`src/rtl/pvs_defines.svh`:
```
// register map, field positions and frame counts of the status and interrupt bank
`ifndef PVS_DEFINES_SVH
`define PVS_DEFINES_SVH
// ---------------------------------------------------------------
// register offsets on the management interface
// ---------------------------------------------------------------
`define PVS_REG_CFG      5'h10
`define PVS_REG_STAT2    5'h11
`define PVS_REG_IRQEN    5'h12
`define PVS_REG_IRQST    5'h13
// ---------------------------------------------------------------
// configuration, interrupt enable and interrupt status fields
// ---------------------------------------------------------------
`define PVS_CFG_RST      3'h0
`define PVS_CFG_ALTNP    1
`define PVS_IRQEN_RST    16'h0000
`define PVS_IE_MASK_HI   7
`define PVS_IE_MASK_LO   4
`define PVS_IE_GLOBAL    1
`define PVS_IE_FORCE     0
`define PVS_IS_PEND      2
// ---------------------------------------------------------------
// live status field positions
// ---------------------------------------------------------------
`define PVS_S2_SPEED     14
`define PVS_S2_TX        13
`define PVS_S2_RX        12
`define PVS_S2_COL       11
`define PVS_S2_LINK      10
`define PVS_S2_DUP       9
`define PVS_S2_AN        8
`define PVS_S2_AUTONEG_DONE_FLAG    7
`define PVS_S2_POL       5
`define PVS_S2_PAUSE     4
`define PVS_S2_ERR       3
// ---------------------------------------------------------------
// event flag order inside the 4-bit flag vector
// ---------------------------------------------------------------
`define PVS_FL_AN        3
`define PVS_FL_LNK       0
// ---------------------------------------------------------------
// serial frame counts
// ---------------------------------------------------------------
`define PVS_PRE_LEN      6'd32
`define PVS_OP_RD        2'b10
`define PVS_OP_WR        2'b01
`define PVS_OP_LAST      6'd1
`define PVS_ADDR_LAST    6'd9
`define PVS_RD_LAST      6'd16
`define PVS_WR_LAST      6'd17
`endif

```
`src/rtl/pvs_pkg.sv`:
```
// types shared by the status and interrupt bank
package pvs_pkg;
   typedef logic [4:0]  pvs_addr_t;   // station address on the serial bus
   typedef logic [15:0] pvs_word_t;   // one management register
   // serial frame engine states, one-hot
   typedef enum logic [6:0] {
      ST_PRE     = 7'b0000001,
      ST_START   = 7'b0000010,
      ST_OP      = 7'b0000100,
      ST_ADDR    = 7'b0001000,
      ST_TA_RD   = 7'b0010000,
      ST_DATA_RD = 7'b0100000,
      ST_DATA_WR = 7'b1000000
   } pvs_state_t;
endpackage : pvs_pkg

```
`src/rtl/pvs_irq_if.sv`:
```
// bundle between the register bank and the event latch
`timescale 1ns/1ps
interface pvs_irq_if;
   logic       speed;      // live 100 Mb/s
   logic       duplex;     // live full duplex
   logic       link;       // live link up
   logic       an_done;    // live negotiation complete
   logic [3:0] mask;       // per-event enables
   logic       global_en;  // global interrupt enable
   logic       force_irq;  // test force
   logic       rd_clr;     // one-cycle pulse: status register read
   logic [3:0] flags;      // latched events
   logic       pending;    // interrupt pending
   modport regs   (output speed, duplex, link, an_done, mask, global_en, force_irq, rd_clr,
                   input flags, pending);
   modport events (input speed, duplex, link, an_done, mask, global_en, force_irq, rd_clr,
                   output flags, pending);
endinterface : pvs_irq_if

```
`src/rtl/pvs_irq_events.sv`:
```
// event latch and interrupt gate
`timescale 1ns/1ps
`include "pvs_defines.svh"
module pvs_irq_events (
   input wire logic clk_i,
   input wire logic rst_n_i,
   pvs_irq_if.events ev
);
   import pvs_pkg::*;
   logic [3:0] live;      // current levels in flag order
   logic [3:0] prev_q;    // levels one cycle ago
   logic [3:0] chg;       // change seen this cycle
   logic [3:0] flags_q;   // sticky event flags
   logic       irq_q;     // registered interrupt pending

   assign live = {ev.an_done, ev.speed, ev.duplex, ev.link};
   // negotiation only reports completion, the others any edge
   assign chg  = {live[`PVS_FL_AN] & ~prev_q[`PVS_FL_AN], live[2:0] ^ prev_q[2:0]};

   // ---------------------------------------------------------------
   // change detection and sticky flags
   // ---------------------------------------------------------------
   always_ff @(posedge clk_i) begin
      if (!rst_n_i) prev_q <= 4'h0;
      else          prev_q <= live;
   end

   // set wins over the read clear so no event is lost
   always_ff @(posedge clk_i) begin
      if (!rst_n_i) flags_q <= 4'h0;
      else          flags_q <= (flags_q & ~{4{ev.rd_clr}}) | chg;
   end

   // ---------------------------------------------------------------
   // interrupt gate
   // ---------------------------------------------------------------
   always_ff @(posedge clk_i) begin
      if (!rst_n_i) irq_q <= 1'b0;
      else          irq_q <= ev.force_irq
                             | (ev.global_en & |(flags_q & ev.mask));
   end

   assign ev.flags   = flags_q;
   assign ev.pending = irq_q;
endmodule : pvs_irq_events

```
`src/rtl/pvs_top.sv`:
```
// serial management slave with configuration, live status and interrupt registers
`timescale 1ns/1ps
`include "pvs_defines.svh"

// What this block does
// - config bit 1 enables alternate next page
// - config bits 2,0 reserved read/write, reset 0
// - status bit 14 shows 100 Mb/s operation
// - status bit 13 shows transmit in progress
// - status bit 12 shows receive in progress
// - bits 11,10,9: collision, link, full duplex
// - status bit 8 shows negotiation mode
// - status bit 7 mirrors negotiation complete
// - status bit 5 shows reversed polarity
// - status bit 4 shows pause capability
// - status bit 3 shows error or remote fault
// - enable bit 7 masks negotiation-done event
// - enable bit 6 masks speed change event
// - enable bit 5 masks duplex change event
// - enable bit 4 masks link change event
// - enable bit 1 gates event interrupts, not the force
// - enable bit 0 forces interrupt output
// - enable reserved bits written zero, ignored
// - change flags latch, clear on status read
// - status bit 2 shows interrupt pending
module pvs_top #(
   parameter pvs_pkg::pvs_addr_t PHY_ADDR = 5'h00   // station address this slave answers
) (
   input  wire logic SYS_CLK_I,
   input  wire logic RST_N_I,
   input  wire logic MDC_I,
   input  wire logic MDIO_I,
   output logic      MDIO_O,
   output logic      MDIO_OE_O,
   input  wire logic SPEED_100_I,
   input  wire logic TX_ACTIVE_I,
   input  wire logic RX_ACTIVE_I,
   input  wire logic COLLISION_I,
   input  wire logic LINK_UP_I,
   input  wire logic FULL_DUPLEX_I,
   input  wire logic AUTONEG_MODE_I,
   input  wire logic AUTONEG_DONE_I,
   input  wire logic POLARITY_REV_I,
   input  wire logic PAUSE_CAP_I,
   input  wire logic ERROR_I,
   output logic      ALT_NEXT_PAGE_EN_O,
   output logic      MGMT_IRQ_OUT_O
);
   import pvs_pkg::*;

   // ---------------------------------------------------------------
   // declarations
   // ---------------------------------------------------------------
   logic        mdc_s1_q;      // first sync stage of the clock pin
   logic        mdc_s2_q;      // second sync stage
   logic        mdc_s3_q;      // delayed copy for edge detect
   logic        mdio_s1_q;     // first sync stage of the data pin
   logic        mdio_s2_q;     // second sync stage
   logic        mdc_rise;      // one-cycle pulse on management clock rise
   logic        bit_in;        // data bit sampled with that rise

   pvs_state_t  state_q;       // frame engine state
   logic [5:0]  cnt_q;         // bit counter within a field
   logic [1:0]  op_q;          // opcode
   logic [9:0]  addr_q;        // station and register address
   logic [9:0]  addr_full;     // address including the bit arriving now
   logic        hit;           // station address matches
   logic        wr_hit_q;      // write frame aimed at this slave
   logic [4:0]  reg_q;         // register of the current frame
   logic [15:0] wdata_q;       // incoming write data
   logic [15:0] wdata_full;    // write data including the bit arriving now
   logic        rd_load;       // read frame accepted, load shifter
   logic        wr_now;        // last write bit arrived
   pvs_word_t   rd_shift_q;    // outgoing read data
   pvs_word_t   rd_word;       // register selected for reading
   pvs_word_t   stat2;         // assembled live status
   logic        mdio_q;        // registered pin data
   logic        mdio_oe_q;     // registered pin enable

   logic [2:0]  cfg_q;         // stored configuration bits
   pvs_word_t   irqen_q;       // interrupt enable register

   pvs_irq_if   irq_bus ();    // link to the event latch

   // ---------------------------------------------------------------
   // pin synchronisers
   // ---------------------------------------------------------------
   // both pins are asynchronous to the system clock
   always_ff @(posedge SYS_CLK_I) begin
      if (!RST_N_I) begin
         mdc_s1_q  <= 1'b0;
         mdc_s2_q  <= 1'b0;
         mdc_s3_q  <= 1'b0;
         mdio_s1_q <= 1'b1;
         mdio_s2_q <= 1'b1;
      end else begin
         mdc_s1_q  <= MDC_I;
         mdc_s2_q  <= mdc_s1_q;
         mdc_s3_q  <= mdc_s2_q;
         mdio_s1_q <= MDIO_I;
         mdio_s2_q <= mdio_s1_q;
      end
   end

   // data and clock see the same delay, so the bit is sampled at the rise
   assign mdc_rise = mdc_s2_q & ~mdc_s3_q;
   assign bit_in   = mdio_s2_q;

   // ---------------------------------------------------------------
   // frame decode helpers
   // ---------------------------------------------------------------
   assign addr_full  = {addr_q[8:0], bit_in};
   assign wdata_full = {wdata_q[14:0], bit_in};
   assign hit        = (addr_full[9:5] == PHY_ADDR);
   assign rd_load    = mdc_rise && (state_q == ST_ADDR) && (cnt_q == `PVS_ADDR_LAST)
                       && (op_q == `PVS_OP_RD) && hit;
   assign wr_now     = mdc_rise && (state_q == ST_DATA_WR) && (cnt_q == `PVS_WR_LAST)
                       && wr_hit_q;

   // ---------------------------------------------------------------
   // frame engine
   // ---------------------------------------------------------------
   // a broken frame falls back to preamble hunting
   always_ff @(posedge SYS_CLK_I) begin
      if (!RST_N_I) begin
         state_q <= ST_PRE;
         cnt_q   <= 6'd0;
      end else if (mdc_rise) begin
         case (state_q)
            ST_PRE: begin
               if (bit_in) begin
                  // saturate so a long idle still counts as preamble
                  if (cnt_q != `PVS_PRE_LEN) cnt_q <= cnt_q + 6'd1;
               end else if (cnt_q == `PVS_PRE_LEN) begin
                  state_q <= ST_START;  // first start bit seen
                  cnt_q   <= 6'd0;
               end else begin
                  cnt_q   <= 6'd0;
               end
            end
            ST_START: begin
               state_q <= bit_in ? ST_OP : ST_PRE;
               cnt_q   <= 6'd0;
            end
            ST_OP: begin
               cnt_q <= cnt_q + 6'd1;
               if (cnt_q == `PVS_OP_LAST) begin
                  state_q <= ST_ADDR;
                  cnt_q   <= 6'd0;
               end
            end
            ST_ADDR: begin
               cnt_q <= cnt_q + 6'd1;
               if (cnt_q == `PVS_ADDR_LAST) begin
                  // foreign or unknown frames ride the write path silently
                  state_q <= rd_load ? ST_TA_RD : ST_DATA_WR;
                  cnt_q   <= 6'd0;
               end
            end
            ST_TA_RD: begin
               state_q <= ST_DATA_RD;
               cnt_q   <= 6'd0;
            end
            ST_DATA_RD: begin
               if (cnt_q == `PVS_RD_LAST) begin
                  state_q <= ST_PRE;
                  cnt_q   <= 6'd0;
               end else begin
                  cnt_q <= cnt_q + 6'd1;
               end
            end
            ST_DATA_WR: begin
               // turnaround bits are shifted with the data and fall off the top
               if (cnt_q == `PVS_WR_LAST) begin
                  state_q <= ST_PRE;
                  cnt_q   <= 6'd0;
               end else begin
                  cnt_q <= cnt_q + 6'd1;
               end
            end
            default: begin
               state_q <= ST_PRE;
               cnt_q   <= 6'd0;
            end
         endcase
      end
   end

   // ---------------------------------------------------------------
   // field shifters
   // ---------------------------------------------------------------
   always_ff @(posedge SYS_CLK_I) begin
      if (!RST_N_I) begin
         op_q     <= 2'b00;
         addr_q   <= 10'h000;
         wdata_q  <= 16'h0000;
         reg_q    <= 5'h00;
         wr_hit_q <= 1'b0;
      end else if (mdc_rise) begin
         if (state_q == ST_OP)      op_q    <= {op_q[0], bit_in};
         if (state_q == ST_ADDR)    addr_q  <= addr_full;
         if (state_q == ST_DATA_WR) wdata_q <= wdata_full;
         if (state_q == ST_ADDR && cnt_q == `PVS_ADDR_LAST) begin
            reg_q    <= addr_full[4:0];
            wr_hit_q <= (op_q == `PVS_OP_WR) && hit;
         end
      end
   end

   // ---------------------------------------------------------------
   // read data path
   // ---------------------------------------------------------------
   // the live status is assembled here; unlisted bits stay zero
   always_comb begin
      stat2                  = 16'h0000;
      stat2[`PVS_S2_SPEED]   = SPEED_100_I;
      stat2[`PVS_S2_TX]      = TX_ACTIVE_I;
      stat2[`PVS_S2_RX]      = RX_ACTIVE_I;
      stat2[`PVS_S2_COL]     = COLLISION_I;
      stat2[`PVS_S2_LINK]    = LINK_UP_I;
      stat2[`PVS_S2_DUP]     = FULL_DUPLEX_I;
      stat2[`PVS_S2_AN]      = AUTONEG_MODE_I;
      stat2[`PVS_S2_AUTONEG_DONE_FLAG]  = AUTONEG_DONE_I;
      stat2[`PVS_S2_POL]     = POLARITY_REV_I;
      stat2[`PVS_S2_PAUSE]   = PAUSE_CAP_I;
      stat2[`PVS_S2_ERR]     = ERROR_I;
   end

   // register select; unmapped offsets read zero
   always_comb begin
      case (addr_full[4:0])
         `PVS_REG_CFG:   rd_word = {13'h0000, cfg_q};
         `PVS_REG_STAT2: rd_word = stat2;
         `PVS_REG_IRQEN: rd_word = irqen_q;
         `PVS_REG_IRQST: rd_word = {8'h00, irq_bus.flags, 1'b0,
                                    irq_bus.pending, 2'b00};
         default:        rd_word = 16'h0000;
      endcase
   end

   // status is frozen at the address phase, so one frame reads one snapshot
   always_ff @(posedge SYS_CLK_I) begin
      if (!RST_N_I)                                       rd_shift_q <= 16'h0000;
      else if (rd_load)                                   rd_shift_q <= rd_word;
      else if (mdc_rise && state_q == ST_DATA_RD)         rd_shift_q <= rd_shift_q << 1;
   end

   // ---------------------------------------------------------------
   // pin driver
   // ---------------------------------------------------------------
   // drive changes just after the rise; the controller samples on the next one
   always_ff @(posedge SYS_CLK_I) begin
      if (!RST_N_I) begin
         mdio_q    <= 1'b1;
         mdio_oe_q <= 1'b0;
      end else if (mdc_rise) begin
         case (state_q)
            ST_TA_RD: begin
               mdio_q    <= 1'b0;   // second turnaround bit
               mdio_oe_q <= 1'b1;
            end
            ST_DATA_RD: begin
               mdio_q    <= rd_shift_q[15];
               mdio_oe_q <= (cnt_q != `PVS_RD_LAST);
            end
            default: begin
               mdio_q    <= 1'b1;
               mdio_oe_q <= 1'b0;
            end
         endcase
      end
   end

   assign MDIO_O    = mdio_q;
   assign MDIO_OE_O = mdio_oe_q;

   // ---------------------------------------------------------------
   // writable registers
   // ---------------------------------------------------------------
   // reserved bits are kept as written; software is expected to write zero
   always_ff @(posedge SYS_CLK_I) begin
      if (!RST_N_I)                              cfg_q <= `PVS_CFG_RST;
      else if (wr_now && reg_q == `PVS_REG_CFG)  cfg_q <= wdata_full[2:0];
   end

   // the live status register has no write branch at all
   always_ff @(posedge SYS_CLK_I) begin
      if (!RST_N_I)                               irqen_q <= `PVS_IRQEN_RST;
      else if (wr_now && reg_q == `PVS_REG_IRQEN) irqen_q <= wdata_full;
   end

   assign ALT_NEXT_PAGE_EN_O = cfg_q[`PVS_CFG_ALTNP];

   // ---------------------------------------------------------------
   // event latch
   // ---------------------------------------------------------------
   assign irq_bus.speed     = SPEED_100_I;
   assign irq_bus.duplex    = FULL_DUPLEX_I;
   assign irq_bus.link      = LINK_UP_I;
   assign irq_bus.an_done   = AUTONEG_DONE_I;
   assign irq_bus.mask      = irqen_q[`PVS_IE_MASK_HI:`PVS_IE_MASK_LO];
   assign irq_bus.global_en = irqen_q[`PVS_IE_GLOBAL];
   assign irq_bus.force_irq = irqen_q[`PVS_IE_FORCE];
   // reading the status register clears the flags it just reported
   assign irq_bus.rd_clr    = rd_load && (addr_full[4:0] == `PVS_REG_IRQST);

   pvs_irq_events u_events (
      .clk_i   (SYS_CLK_I),
      .rst_n_i (RST_N_I),
      .ev      (irq_bus)
   );

   assign MGMT_IRQ_OUT_O = irq_bus.pending;
endmodule : pvs_top

```
`config.mk`:
```
export PLATFORM = sky130hd
export DESIGN_NAME = pvs_top
export DESIGN_NICKNAME = d
export VERILOG_FILES = /design/src/rtl/pvs_pkg.sv /design/src/rtl/pvs_irq_if.sv /design/src/rtl/pvs_irq_events.sv /design/src/rtl/pvs_top.sv
export VERILOG_INCLUDE_DIRS = /design/src /design/src/rtl
export SDC_FILE = /design/constraint.sdc
export NUM_CORES = 1
export LEC_CHECK = 0
export BUFFER_PORTS_ARGS = -buffer_cell sky130_fd_sc_hd__buf_2
export CORE_AREA = 3 3 94 96
export CTS_BUF_LIST = sky130_fd_sc_hd__clkbuf_16
export DETAILED_ROUTE_END_ITERATION = 10
export DIE_AREA = 0 0 97 99
export PLACE_DENSITY_LB_ADDON = 0.2
export REMOVE_ABC_BUFFERS = 1
export SYNTH_ARGS = -nofsm -noshare
export SYNTH_HDL_FRONTEND = slang
export SYNTH_SLANG_ARGS = --single-unit
export TNS_END_PERCENT = 1
```
`constraint.sdc`:
```
create_clock -name SYS_CLK_I -period 5.4 [get_ports SYS_CLK_I]
set_input_delay 1.08 -clock SYS_CLK_I [delete_from_list [all_inputs] [get_ports SYS_CLK_I]]
set_output_delay 1.08 -clock SYS_CLK_I [all_outputs]
set_load 0.02 [all_outputs]
```
# Yosys cells after proc, flatten, opt, wreduce, memory -nomap -nowiden

Cells that the tools add are included.
Widths: inputs -> output; s select.

Bitwise operators: 11
Equal/unequal tests: 29
Reduce and logical (&&, ||, !) cells: 22
Mux-type cells: 21
$add $sub $neg: 1

Operators with widths:

| cell                | count |
|---|---|
| $pmux 16 s4         | 1 |
| $mux 7              | 7 |
| $pmux 7 s7          | 1 |
| $mux 6              | 6 |
| $mux 16             | 2 |
| $eq 5x5->1 const B  | 6 |
| $pmux 6 s5          | 1 |
| $logic_and 1x1->1   | 13 |
| $eq 6x5->1 const B  | 2 |
| $reduce_and 2->1    | 5 |
| $and 4x4->4         | 2 |
| $ne 2x2->1 const B  | 4 |
| $eq 7x1->1 const B  | 1 |
| $eq 7x2->1 const B  | 1 |
| $eq 7x3->1 const B  | 1 |
| $eq 7x4->1 const B  | 1 |
| $eq 7x5->1 const B  | 1 |
| $eq 7x6->1 const B  | 1 |
| $eq 7x7->1 const B  | 1 |
| $reduce_and 7->1    | 1 |
| $add 6x1->6 const B | 1 |
| $eq 6x1->1 const B  | 1 |
| $eq 6x4->1 const B  | 1 |
| $eq 6x6->1 const B  | 1 |
| other kinds (17)    | 22 |

Output and inout port bits: 4
Bits of input ports: 15
Register bits after elaboration: 96
Logic and storage cells: 104

# Logic depth before layout (Yosys ltp)

Gate-level depths: netlist (run 1).

Word-level depth: 10
Mapped depth: 9
Mapped depth without buffers: 7

# Hierarchy

A second synthesis (run 1) with hierarchy kept.

Cell total of the unflattened synthesis: 441
Area total of the unflattened synthesis: 4,237.8 µm²

By module, submodules not included:

| module         | cells each | sequential area each (µm²) | times used | area an instance (µm²) |
|---|---|---|---|---|
| pvs_top        | 410        | 1,741.7                    | 1          | 3,908.7 |
| pvs_irq_events | 31         | 180.2                      | 1          | 329.1 |

# Worst setup path before layout (run 1)

Ideal clock, no wire load.

Path type: register -> register
Start point: register state_q[3]
End point: register irqen_q[6]
Setup slack: 3.344 ns
Arrival: 1.929 ns
Data required time: 5.272 ns
Library setup time: 0.128 ns
Stages on the path, launching flop included: 8
Clock period less this slack: 2.056 ns
Buffers on the path: 2
Cells stage by stage: dfxtp_1 > buf_2 > nor3_4 > nand4_4 > nor4_4 > buf_6 > mux2i_1 > nor2_1

Word-level cells in the longest chain between the ends: 5

RTL lines:

| element                         | RTL line       | RTL |
|---|---|---|
| start: declaration              | pvs_top.sv:62  | `pvs_state_t state_q;` |
| start signal: assignment        | pvs_top.sv:142 | `state_q <= bit_in ? ST_OP : ST_PRE;` |
| start signal: assignment        | pvs_top.sv:156 | `state_q <= rd_load ? ST_TA_RD : ST_DATA_WR;` |
| $eq 7x7->1                      | pvs_top.sv:117 | `` assign wr_now = mdc_rise && (state_q == ST_DATA_WR) && (cnt_q == `PVS_WR_LAST) `` |
| $logic_and 1x1->1 (3 in series) | pvs_top.sv:117 |  |
| $logic_and 1x1->1 (no line)     | --             |  |
| end signal: assignment          | pvs_top.sv:288 | `` if (!RST_N_I) irqen_q <= `PVS_IRQEN_RST; `` |
| end signal: assignment          | pvs_top.sv:289 | `` else if (wr_now && reg_q == `PVS_REG_IRQEN) irqen_q <= wdata_full; `` |
| end: declaration                | pvs_top.sv:81  | `pvs_word_t irqen_q;` |

No other way between the ends.
A chain may end at the register's enable or synchronous reset.

# Worst setup path after layout (run 1)

Start point: register mdc_s2_q
End point: register u_events.flags_q[0] (netlist: u_events.ev.flags[0])

Word-level cells in the longest chain between the ends: 9

RTL lines:

| element                         | RTL line             | RTL |
|---|---|---|
| start: declaration              | pvs_top.sv:55        | `logic mdc_s2_q;` |
| start signal: assignment        | pvs_top.sv:98        | `mdc_s2_q <= mdc_s1_q;` |
| $and 1x1->1                     | pvs_top.sv:106       | `assign mdc_rise = mdc_s2_q & ~mdc_s3_q;` |
| $logic_and 1x1->1 (4 in series) | pvs_top.sv:115       | `` assign rd_load = mdc_rise && (state_q == ST_ADDR) && (cnt_q == `PVS_ADDR_LAST) `` |
| $logic_and 1x1->1               | pvs_top.sv:305       | `` assign irq_bus.rd_clr = rd_load && (addr_full[4:0] == `PVS_REG_IRQST); `` |
| $not 4->4                       | pvs_irq_events.sv:31 | `else flags_q <= (flags_q & ~{4{ev.rd_clr}}) \| chg;` |
| $and 4x4->4                     | pvs_irq_events.sv:31 |  |
| $or 4x4->4                      | pvs_irq_events.sv:31 |  |
| end signal: assignment          | pvs_irq_events.sv:31 |  |
| end: declaration                | pvs_irq_events.sv:13 | `logic [3:0] flags_q;` |

No other way between the ends.

==> reports/summary.txt, run 1 <==
====================================================================================================
Number of maximum-capacitance violations                                                           0
Primary FF master, synth                                                                     dfxtp_1
Via density per instance                                                                        5.60
Most common library cell in the layout ignoring fill and taps                                dfxtp_1
Number of nets in the finished design                                                            475
Post-detailed-route wirelength per cell                                                 15.2 microns
Routed wire length                                                                           8.59 mm
Number of buffers inserted by port buffering                                                      18
Number of enable-type register cells in the synthesized netlist                                    0
Detailed-route DRC error count                                                                     0
Number of rows created at floorplan                                                               33
Worst-path maximum fanout                                                                         19
Number of DRC markers after the initial detailed-route iteration                                 163
Area taken by flip-flops and latches                                                      1920 sq um
Via count of the first global-routing pass                                                      3023
Worst slack at placement                                                                     2.15 ns
Yosys warning count                                                                                0
Worst-case clock skew                                                                     0.00548 ns
Antenna Nets Post-Route                                                                            0
Share of the yosys chip area belonging to registers                                            0.458
Mean instance size in the synthesized netlist                                             9.25 sq um
Slew at the pin with the worst max-slew slack                                                1.08 ns
Wire length of the first global-routing pass                                                 14.5 mm
Count of final max-slew check failures                                                             0
Part of the cycle the worst path needs                                                         0.604
Congestion Overflow GR                                                                             0
Clock latency reported for the late side of the worst-skew pair                              0.33 ns
Setup TNS                                                                                       0 ns
PostCTS Resize Cnt                                                                                 0
Share of the core filled with cells in the final layout                                        0.570
Total power draw                                                                             1.44 mW
Reported leakage power                                                                       1.94 nW
Area of the multi-input gates                                                             2140 sq um
Final min period                                                                             3.26 ns
Initial antenna violation count                                                                    0
Kind of start point of the critical path                                                        flop
Nature of the critical path endpoint                                                            flop
Area enclosed by the die boundary                                                         9600 sq um
Top-level port count                                                                              19
Final Worst Setup Slack                                                                      2.14 ns
Via count                                                                                       3169
Antenna cell count                                                                                 0
Number of buffers added by the clock tree synthesis step                                           9
Areal power density over the cells                                                       311 nW/um^2
Crit Path Category                                                                           reg2reg
Starting density of the core                                                                   0.516
Commonest cells after routing, fill and taps aside                                      96 x dfxtp_1, 75 x nor2_1, 68 x mux2i_1
Clock-pin slew reported for the worst setup and hold paths after clock tree synthesis        0.07 ns
Fill cell instance count of the final layout                                                     716
Buffer depth of the longest clock path                                                             2
Count of clock tree sinks                                                                         96
Chip Width                                                                                97 microns
Fraction of registers with async set or reset after synthesis                                      0
Cell area after synthesis                                                                 4200 sq um
Final standard cell count with taps included and fillers excluded                                566
Largest net degree at the start of global routing                                                 65
Total half-perimeter wirelength after legalization and detailed placement                    5.66 mm
Rel. slew slack                                                                                0.277
Final count of negative-setup-slack endpoints                                                      0
Signed area change from the synthesized netlist to the final layout                            10.4%
Setup repair after global routing missed its margin                                            false
Hold Fails Final Rpt                                                                               0
Cell count after synthesis                                                                       454
CTS HTree Levels                                                                                   3
Worst Hold Class                                                                             reg2reg
Core region area                                                                          8130 sq um
Drt pass-1 iters                                                                                   4
FMAX                                                                                         306 MHz
Cell count after placement                                                                       551
Synthesis-stage register bit count                                                                96
Data arrival time of the critical path                                                       3.44 ns
Critical Path RT                                                                             5.57 ns
Vertical die dimension                                                                    99 microns
Fraction of layout instances using a drive strength above 1                                   0.0976
Total of hold buffers inserted after clock tree synthesis                                          0
Global-route total usage across every layer                                                    0.184
Buffer count from post-CTS setup fixing                                                            0
Worst VDD drop                                                                              0.161 mV
CTS root buf                                                                               clkbuf_16
Run status                                                                              finished clean
Placer Congestion                                                                              0.868
Synth cell types                                                                                  45
TritonCTS clock tree                                                                           built
====================================================================================================
## layout make-up
cell class / instances / share of cell area
clock buffer: 9 / 0.0486
inverter: 7 / 0.00567
multi-input combinational: 324 / 0.461
timing repair buffer: 19 / 0.0211
clock inverter: 6 / 0.0202
tap: 105 / 0.0283
sequential: 96 / 0.415
## cell usage after synthesis, types with 2 or more instances
| library cell | n | area share |
|---|---|---|
| a21oi_1 | 26 | 0.031 |
| a211oi_1 | 2 | 0.0036 |
| xor2_1 | 5 | 0.010 |
| and3_1 | 3 | 0.0045 |
| o22ai_1 | 5 | 0.0075 |
| xnor2_1 | 4 | 0.0083 |
| nand2b_1 | 4 | 0.0060 |
| nor2_1 | 75 | 0.067 |
| dfxtp_1 | 96 | 0.46 |
| inv_1 | 6 | 0.0054 |
| nor4bb_1 | 2 | 0.0048 |
| nor3_1 | 5 | 0.0060 |
| ha_1 | 3 | 0.0089 |
| nor2b_1 | 8 | 0.012 |
| nand4_1 | 8 | 0.012 |
| a311oi_1 | 2 | 0.0042 |
| a22oi_1 | 10 | 0.018 |
| nand3_1 | 8 | 0.0095 |
| nor4_2 | 2 | 0.0060 |
| clkbuf_1 | 23 | 0.021 |
| nand2_1 | 23 | 0.021 |
| nor3b_1 | 3 | 0.0054 |
| o21ai_0 | 23 | 0.027 |
| and2_1 | 9 | 0.013 |
| nand4bb_1 | 2 | 0.0054 |
| nand4b_1 | 2 | 0.0042 |
| mux2i_1 | 68 | 0.16 |
| mux2_2 | 4 | 0.011 |
| a31oi_1 | 4 | 0.0060 |
| o211ai_1 | 3 | 0.0054 |
| a32oi_1 | 2 | 0.0042 |
## path summary, 6_finish.rpt
path	startpoint	end	slack [ns]	cells after the start
setup / recovery	mdc_s2_q$_SDFF_PN0_	u_events.ev.flags[0]$_SDFF_PN0_	2.14	5
hold / removal	mdio_s1_q$_SDFF_PN1_	bit_in$_SDFF_PN1_	0.43	1
hold reg to reg	mdio_s1_q$_SDFF_PN1_	bit_in$_SDFF_PN1_	0.43	1
setup reg to reg	mdc_s2_q$_SDFF_PN0_	u_events.ev.flags[0]$_SDFF_PN0_	2.14	5
## registers in the layout, indices dropped and copies added (netlist names), 4 cells and up
name               flops
u_events.prev_q        4
reg_q                  5
addr_q                 9
state_q                7
rd_shift_q            16
irqen_q               16
wdata_q               15
cnt_q                  6
u_events.ev.flags      4
## kinds of logic after synthesis
group | Yosys count | synth area share
AND/OR/NAND/NOR | 160 | 0.196
flip-flops | 96 | 0.458
AO/OA/AOI/OAI | 80 | 0.113
multiplexers | 72 | 0.173
buffers and inverters | 34 | 0.0328
XOR/XNOR | 9 | 0.0188
adder cells (fa/ha/maj) | 3 | 0.00894
## routing by layer
| metal | routed length, microns | track usage | vias up |
|---|---|---|---|
| met5 | 0 | 0 | - |
| li1 | - | - | 1608 |
| met3 | 357 | 0.0382 | 13 |
| met2 | 3860 | 0.289 | 65 |
| met1 | 4240 | 0.250 | 1483 |
| met4 | 126 | 0.0691 | 0 |
## critical path, cell delays in order (launching register included)
cell	delay [ns]
dfxtp_1	0.34
nor2b_1	0.61
nand3_1	0.80
nand4bb_1	0.89
o21ai_0	0.37
a21oi_1	0.09
## metrics by stage
stage / hold WS [ns] / cell area [sq um]
2_1_floorplan: 0.386 / 4090
3_3_place_gp: 0.398 / 4320
3_5_place_dp: 0.413 / 4320
4_1_cts: 0.434 / 4630
5_1_grt: 0.458 / 4630
6_report: 0.428 / 4630
## where the power goes
part,internal [mW],switching (mW),leakage [nW],total (mW)
registers,0.715,0.00637,0.777,0.721
logic,0.0168,0.0267,1.02,0.0435
clock network,0.406,0.270,0.146,0.676
total,1.14,0.303,1.94,1.44
Power figures use the tool's default switching activity.
==> run 2: changes to the inputs <==
==> constraint.sdc (replaced) <==
create_clock -name SYS_CLK_I -period 3.4 [get_ports SYS_CLK_I]
set_input_delay 0.68 -clock SYS_CLK_I [delete_from_list [all_inputs] [get_ports SYS_CLK_I]]
set_output_delay 0.68 -clock SYS_CLK_I [all_outputs]
set_load 0.02 [all_outputs]
==> reports/summary.txt, run 2 (synthesis gave the netlist of run 1 again) <==
====================================================================================================
Run status                                                                              finished clean
Core region area                                                                          8130 sq um   unchanged
Part of the cycle the worst path needs                                                         0.730   +0.126
Buffer depth of the longest clock path                                                             2   unchanged
Worst-path maximum fanout                                                                         13   -6
Worst hold slack                                                                            0.431 ns   +0.00381 ns
Critical register-to-register path startpoint                                           cnt_q[1]$_SDFFE_PN0P_
Final min period                                                                             2.48 ns   -0.781 ns
Worst slack at placement                                                                    0.904 ns   -1.25 ns
Fraction of layout instances using a drive strength above 1                                    0.109   +0.0114
Via count                                                                                       3193   +0.76%
Cell count after placement                                                                       557   +1.1%
Slew at the pin with the worst max-slew slack                                               0.746 ns   -0.335 ns
Rel. slew slack                                                                                0.502   +0.225
Cell depth of the worst flop-to-flop path                                                          7   +2
Total of hold buffers inserted after clock tree synthesis                                          0   unchanged
Buffer count from post-CTS setup fixing                                                            0   unchanged
Antenna Nets Post-Route                                                                            0   unchanged
Area enclosed by the die boundary                                                         9600 sq um   unchanged
Vertical die dimension                                                                    99 microns   unchanged
Kind of start point of the critical path                                                        flop
Hold-critical path endpoint                                                             bit_in$_SDFF_PN1_
Largest net degree at the start of global routing                                                 43   -34%
Final standard cell count with taps included and fillers excluded                                573   +1.2%
Clock-pin slew reported for the worst setup and hold paths after clock tree synthesis        0.07 ns   about the same
Number of buffers inserted by port buffering                                                      18   unchanged
Setup TNS                                                                                       0 ns   unchanged
Drt pass-1 iters                                                                                   4   unchanged
Top-level port count                                                                              19   unchanged
Share of the core filled with cells in the final layout                                        0.570   +0.000616
Total half-perimeter wirelength after legalization and detailed placement                    5.75 mm   +1.6%
CTS root buf                                                                               clkbuf_16
Number of cells traversed by the worst hold path                                                   1   unchanged
Chip Width                                                                                97 microns   unchanged
Global-route total usage across every layer                                                    0.184   about the same
Reported leakage power                                                                       1.95 nW   +0.67%
PostCTS Resize Cnt                                                                                 0   unchanged
Count of clock tree sinks                                                                         96   unchanged
Number of rows created at floorplan                                                               33   unchanged
Number of DRC markers after the initial detailed-route iteration                                 193   +18%
Number of nets in the finished design                                                            481   +1.3%
Worst VDD drop                                                                              0.301 mV   +87%
Commonest cells after routing, fill and taps aside                                      96 x dfxtp_1, 75 x nor2_1, 68 x mux2i_1
Final Worst Setup Slack                                                                     0.918 ns   -1.22 ns
Launch point of the worst hold path                                                     mdio_s1_q$_SDFF_PN1_
Crit Path Category                                                                           reg2reg
Count of final max-slew check failures                                                             0   unchanged
Clock latency reported for the late side of the worst-skew pair                              0.34 ns   about the same
Fill cell instance count of the final layout                                                     725   +1.3%
Signed area change from the synthesized netlist to the final layout                            10.5%
Nature of the critical path endpoint                                                            flop
Placer Congestion                                                                              0.778   -10%
Reg2Reg Setup Slack                                                                          0.92 ns   -1.22 ns
Number of buffers added by the clock tree synthesis step                                           9   unchanged
Detailed-route DRC error count                                                                     0   unchanged
Final count of negative-setup-slack endpoints                                                      0   unchanged
Antenna cell count                                                                                 0   unchanged
Routed wire length                                                                           8.53 mm   -0.69%
Via count of the first global-routing pass                                                      3006   -0.56%
Placed Area                                                                               4360 sq um   +1.0%
Number of maximum-capacitance violations                                                           0   unchanged
CTS HTree Levels                                                                                   3   unchanged
Wire length of the first global-routing pass                                                 14.5 mm   +0.38%
Critical Path RT                                                                             3.60 ns   -1.97 ns
Hold Fails Final Rpt                                                                               0   unchanged
Top flop regs                                                                           irqen_q x16, rd_shift_q x16, wdata_q x15
Total power draw                                                                             2.16 mW   +50%
Setup repair after global routing missed its margin                                            false
Worst-case clock skew                                                                     0.00580 ns   +0.000316 ns
Post-detailed-route wirelength per cell                                                 14.9 microns   -1.9%
Areal power density over the cells                                                       466 nW/um^2   +50%
Starting density of the core                                                                   0.516   unchanged
TritonCTS clock tree                                                                           built
Worst Hold Class                                                                             reg2reg
Initial antenna violation count                                                                    0   unchanged
Data arrival time of the critical path                                                       2.68 ns   -0.76 ns
Congestion Overflow GR                                                                             0   unchanged
Most common library cell in the layout ignoring fill and taps                                dfxtp_1
Via density per instance                                                                        5.57   -0.47%
FMAX                                                                                         403 MHz   +31%
Post-route design area                                                                    4640 sq um   +0.11%
Terminus of the critical flop-to-flop path                                              rd_shift_q[0]$_SDFFE_PN0P_
====================================================================================================
-- run 2: cell types whose count changed in the layout (fill, tap and decap cells not counted), sizes merged --
cell,delta
clkinv,+2
buf,+6
bufinv,-2
clkinvlp,-1
inv,+2
-- run 2: how the worst max path moves through the flow --
stage | startpoint | end | depth (start not counted)
after global placement | cnt_q[1]$_SDFFE_PN0P_ | u_events.ev.flags[3]$_SDFF_PN0_ | 7
after global routing | cnt_q[0]$_SDFFE_PN0P_ | u_events.ev.flags[0]$_SDFF_PN0_ | 6
after CTS | cnt_q[1]$_SDFFE_PN0P_ | rd_shift_q[7]$_SDFFE_PN0P_ | 7
final | cnt_q[1]$_SDFFE_PN0P_ | rd_shift_q[0]$_SDFFE_PN0P_ | 7
after floorplan | mdc_s2_q$_SDFF_PN0_ | irqen_q[0]$_SDFFE_PN0P_ | 5
after detailed placement | cnt_q[1]$_SDFFE_PN0P_ | rd_shift_q[12]$_SDFFE_PN0P_ | 7
-- run 2: metal layers --
metal | vias to the layer above | global-route usage | part of all wire
met5 | - | 0 | 0
met4 | 0 | 0.0626 | 0.013
met3 | 8 | 0.0389 | 0.038
met2 | 65 | 0.279 | 0.45
met1 | 1502 | 0.261 | 0.50
li1 | 1618 | - | -
-- run 2: where the power goes --
| part | internal (mW) | switching, mW | leakage, nW |
|---|---|---|---|
| logic | 0.0285 | 0.0468 | 1.05 |
| clock network | 0.502 | 0.443 | 0.130 |
| registers | 1.14 | 0.00769 | 0.777 |
-- run 2: worst max-delay path, stage by stage (launching register included) --
cell and delay, ns:
dfxtp_1 0.34, inv_1 0.08, ha_1 0.18, nor3b_1 0.24, nand3b_1 0.34, nand4bb_1 0.71, a32oi_1 0.41, nor2_1 0.06
-- run 2: final cells by class --
cell class / instances / area (sq um) / area share
Clock inverter: 7 / 53.8 / 0.0116
Sequential cell: 96 / 1920 / 0.414
Clock buffer: 9 / 225 / 0.0485
Inverter: 7 / 26.3 / 0.00566
Timing Repair Buffer: 25 / 143 / 0.0307
Tap cell: 105 / 131 / 0.0283
Multi-Input combinational cell: 324 / 2140 / 0.461
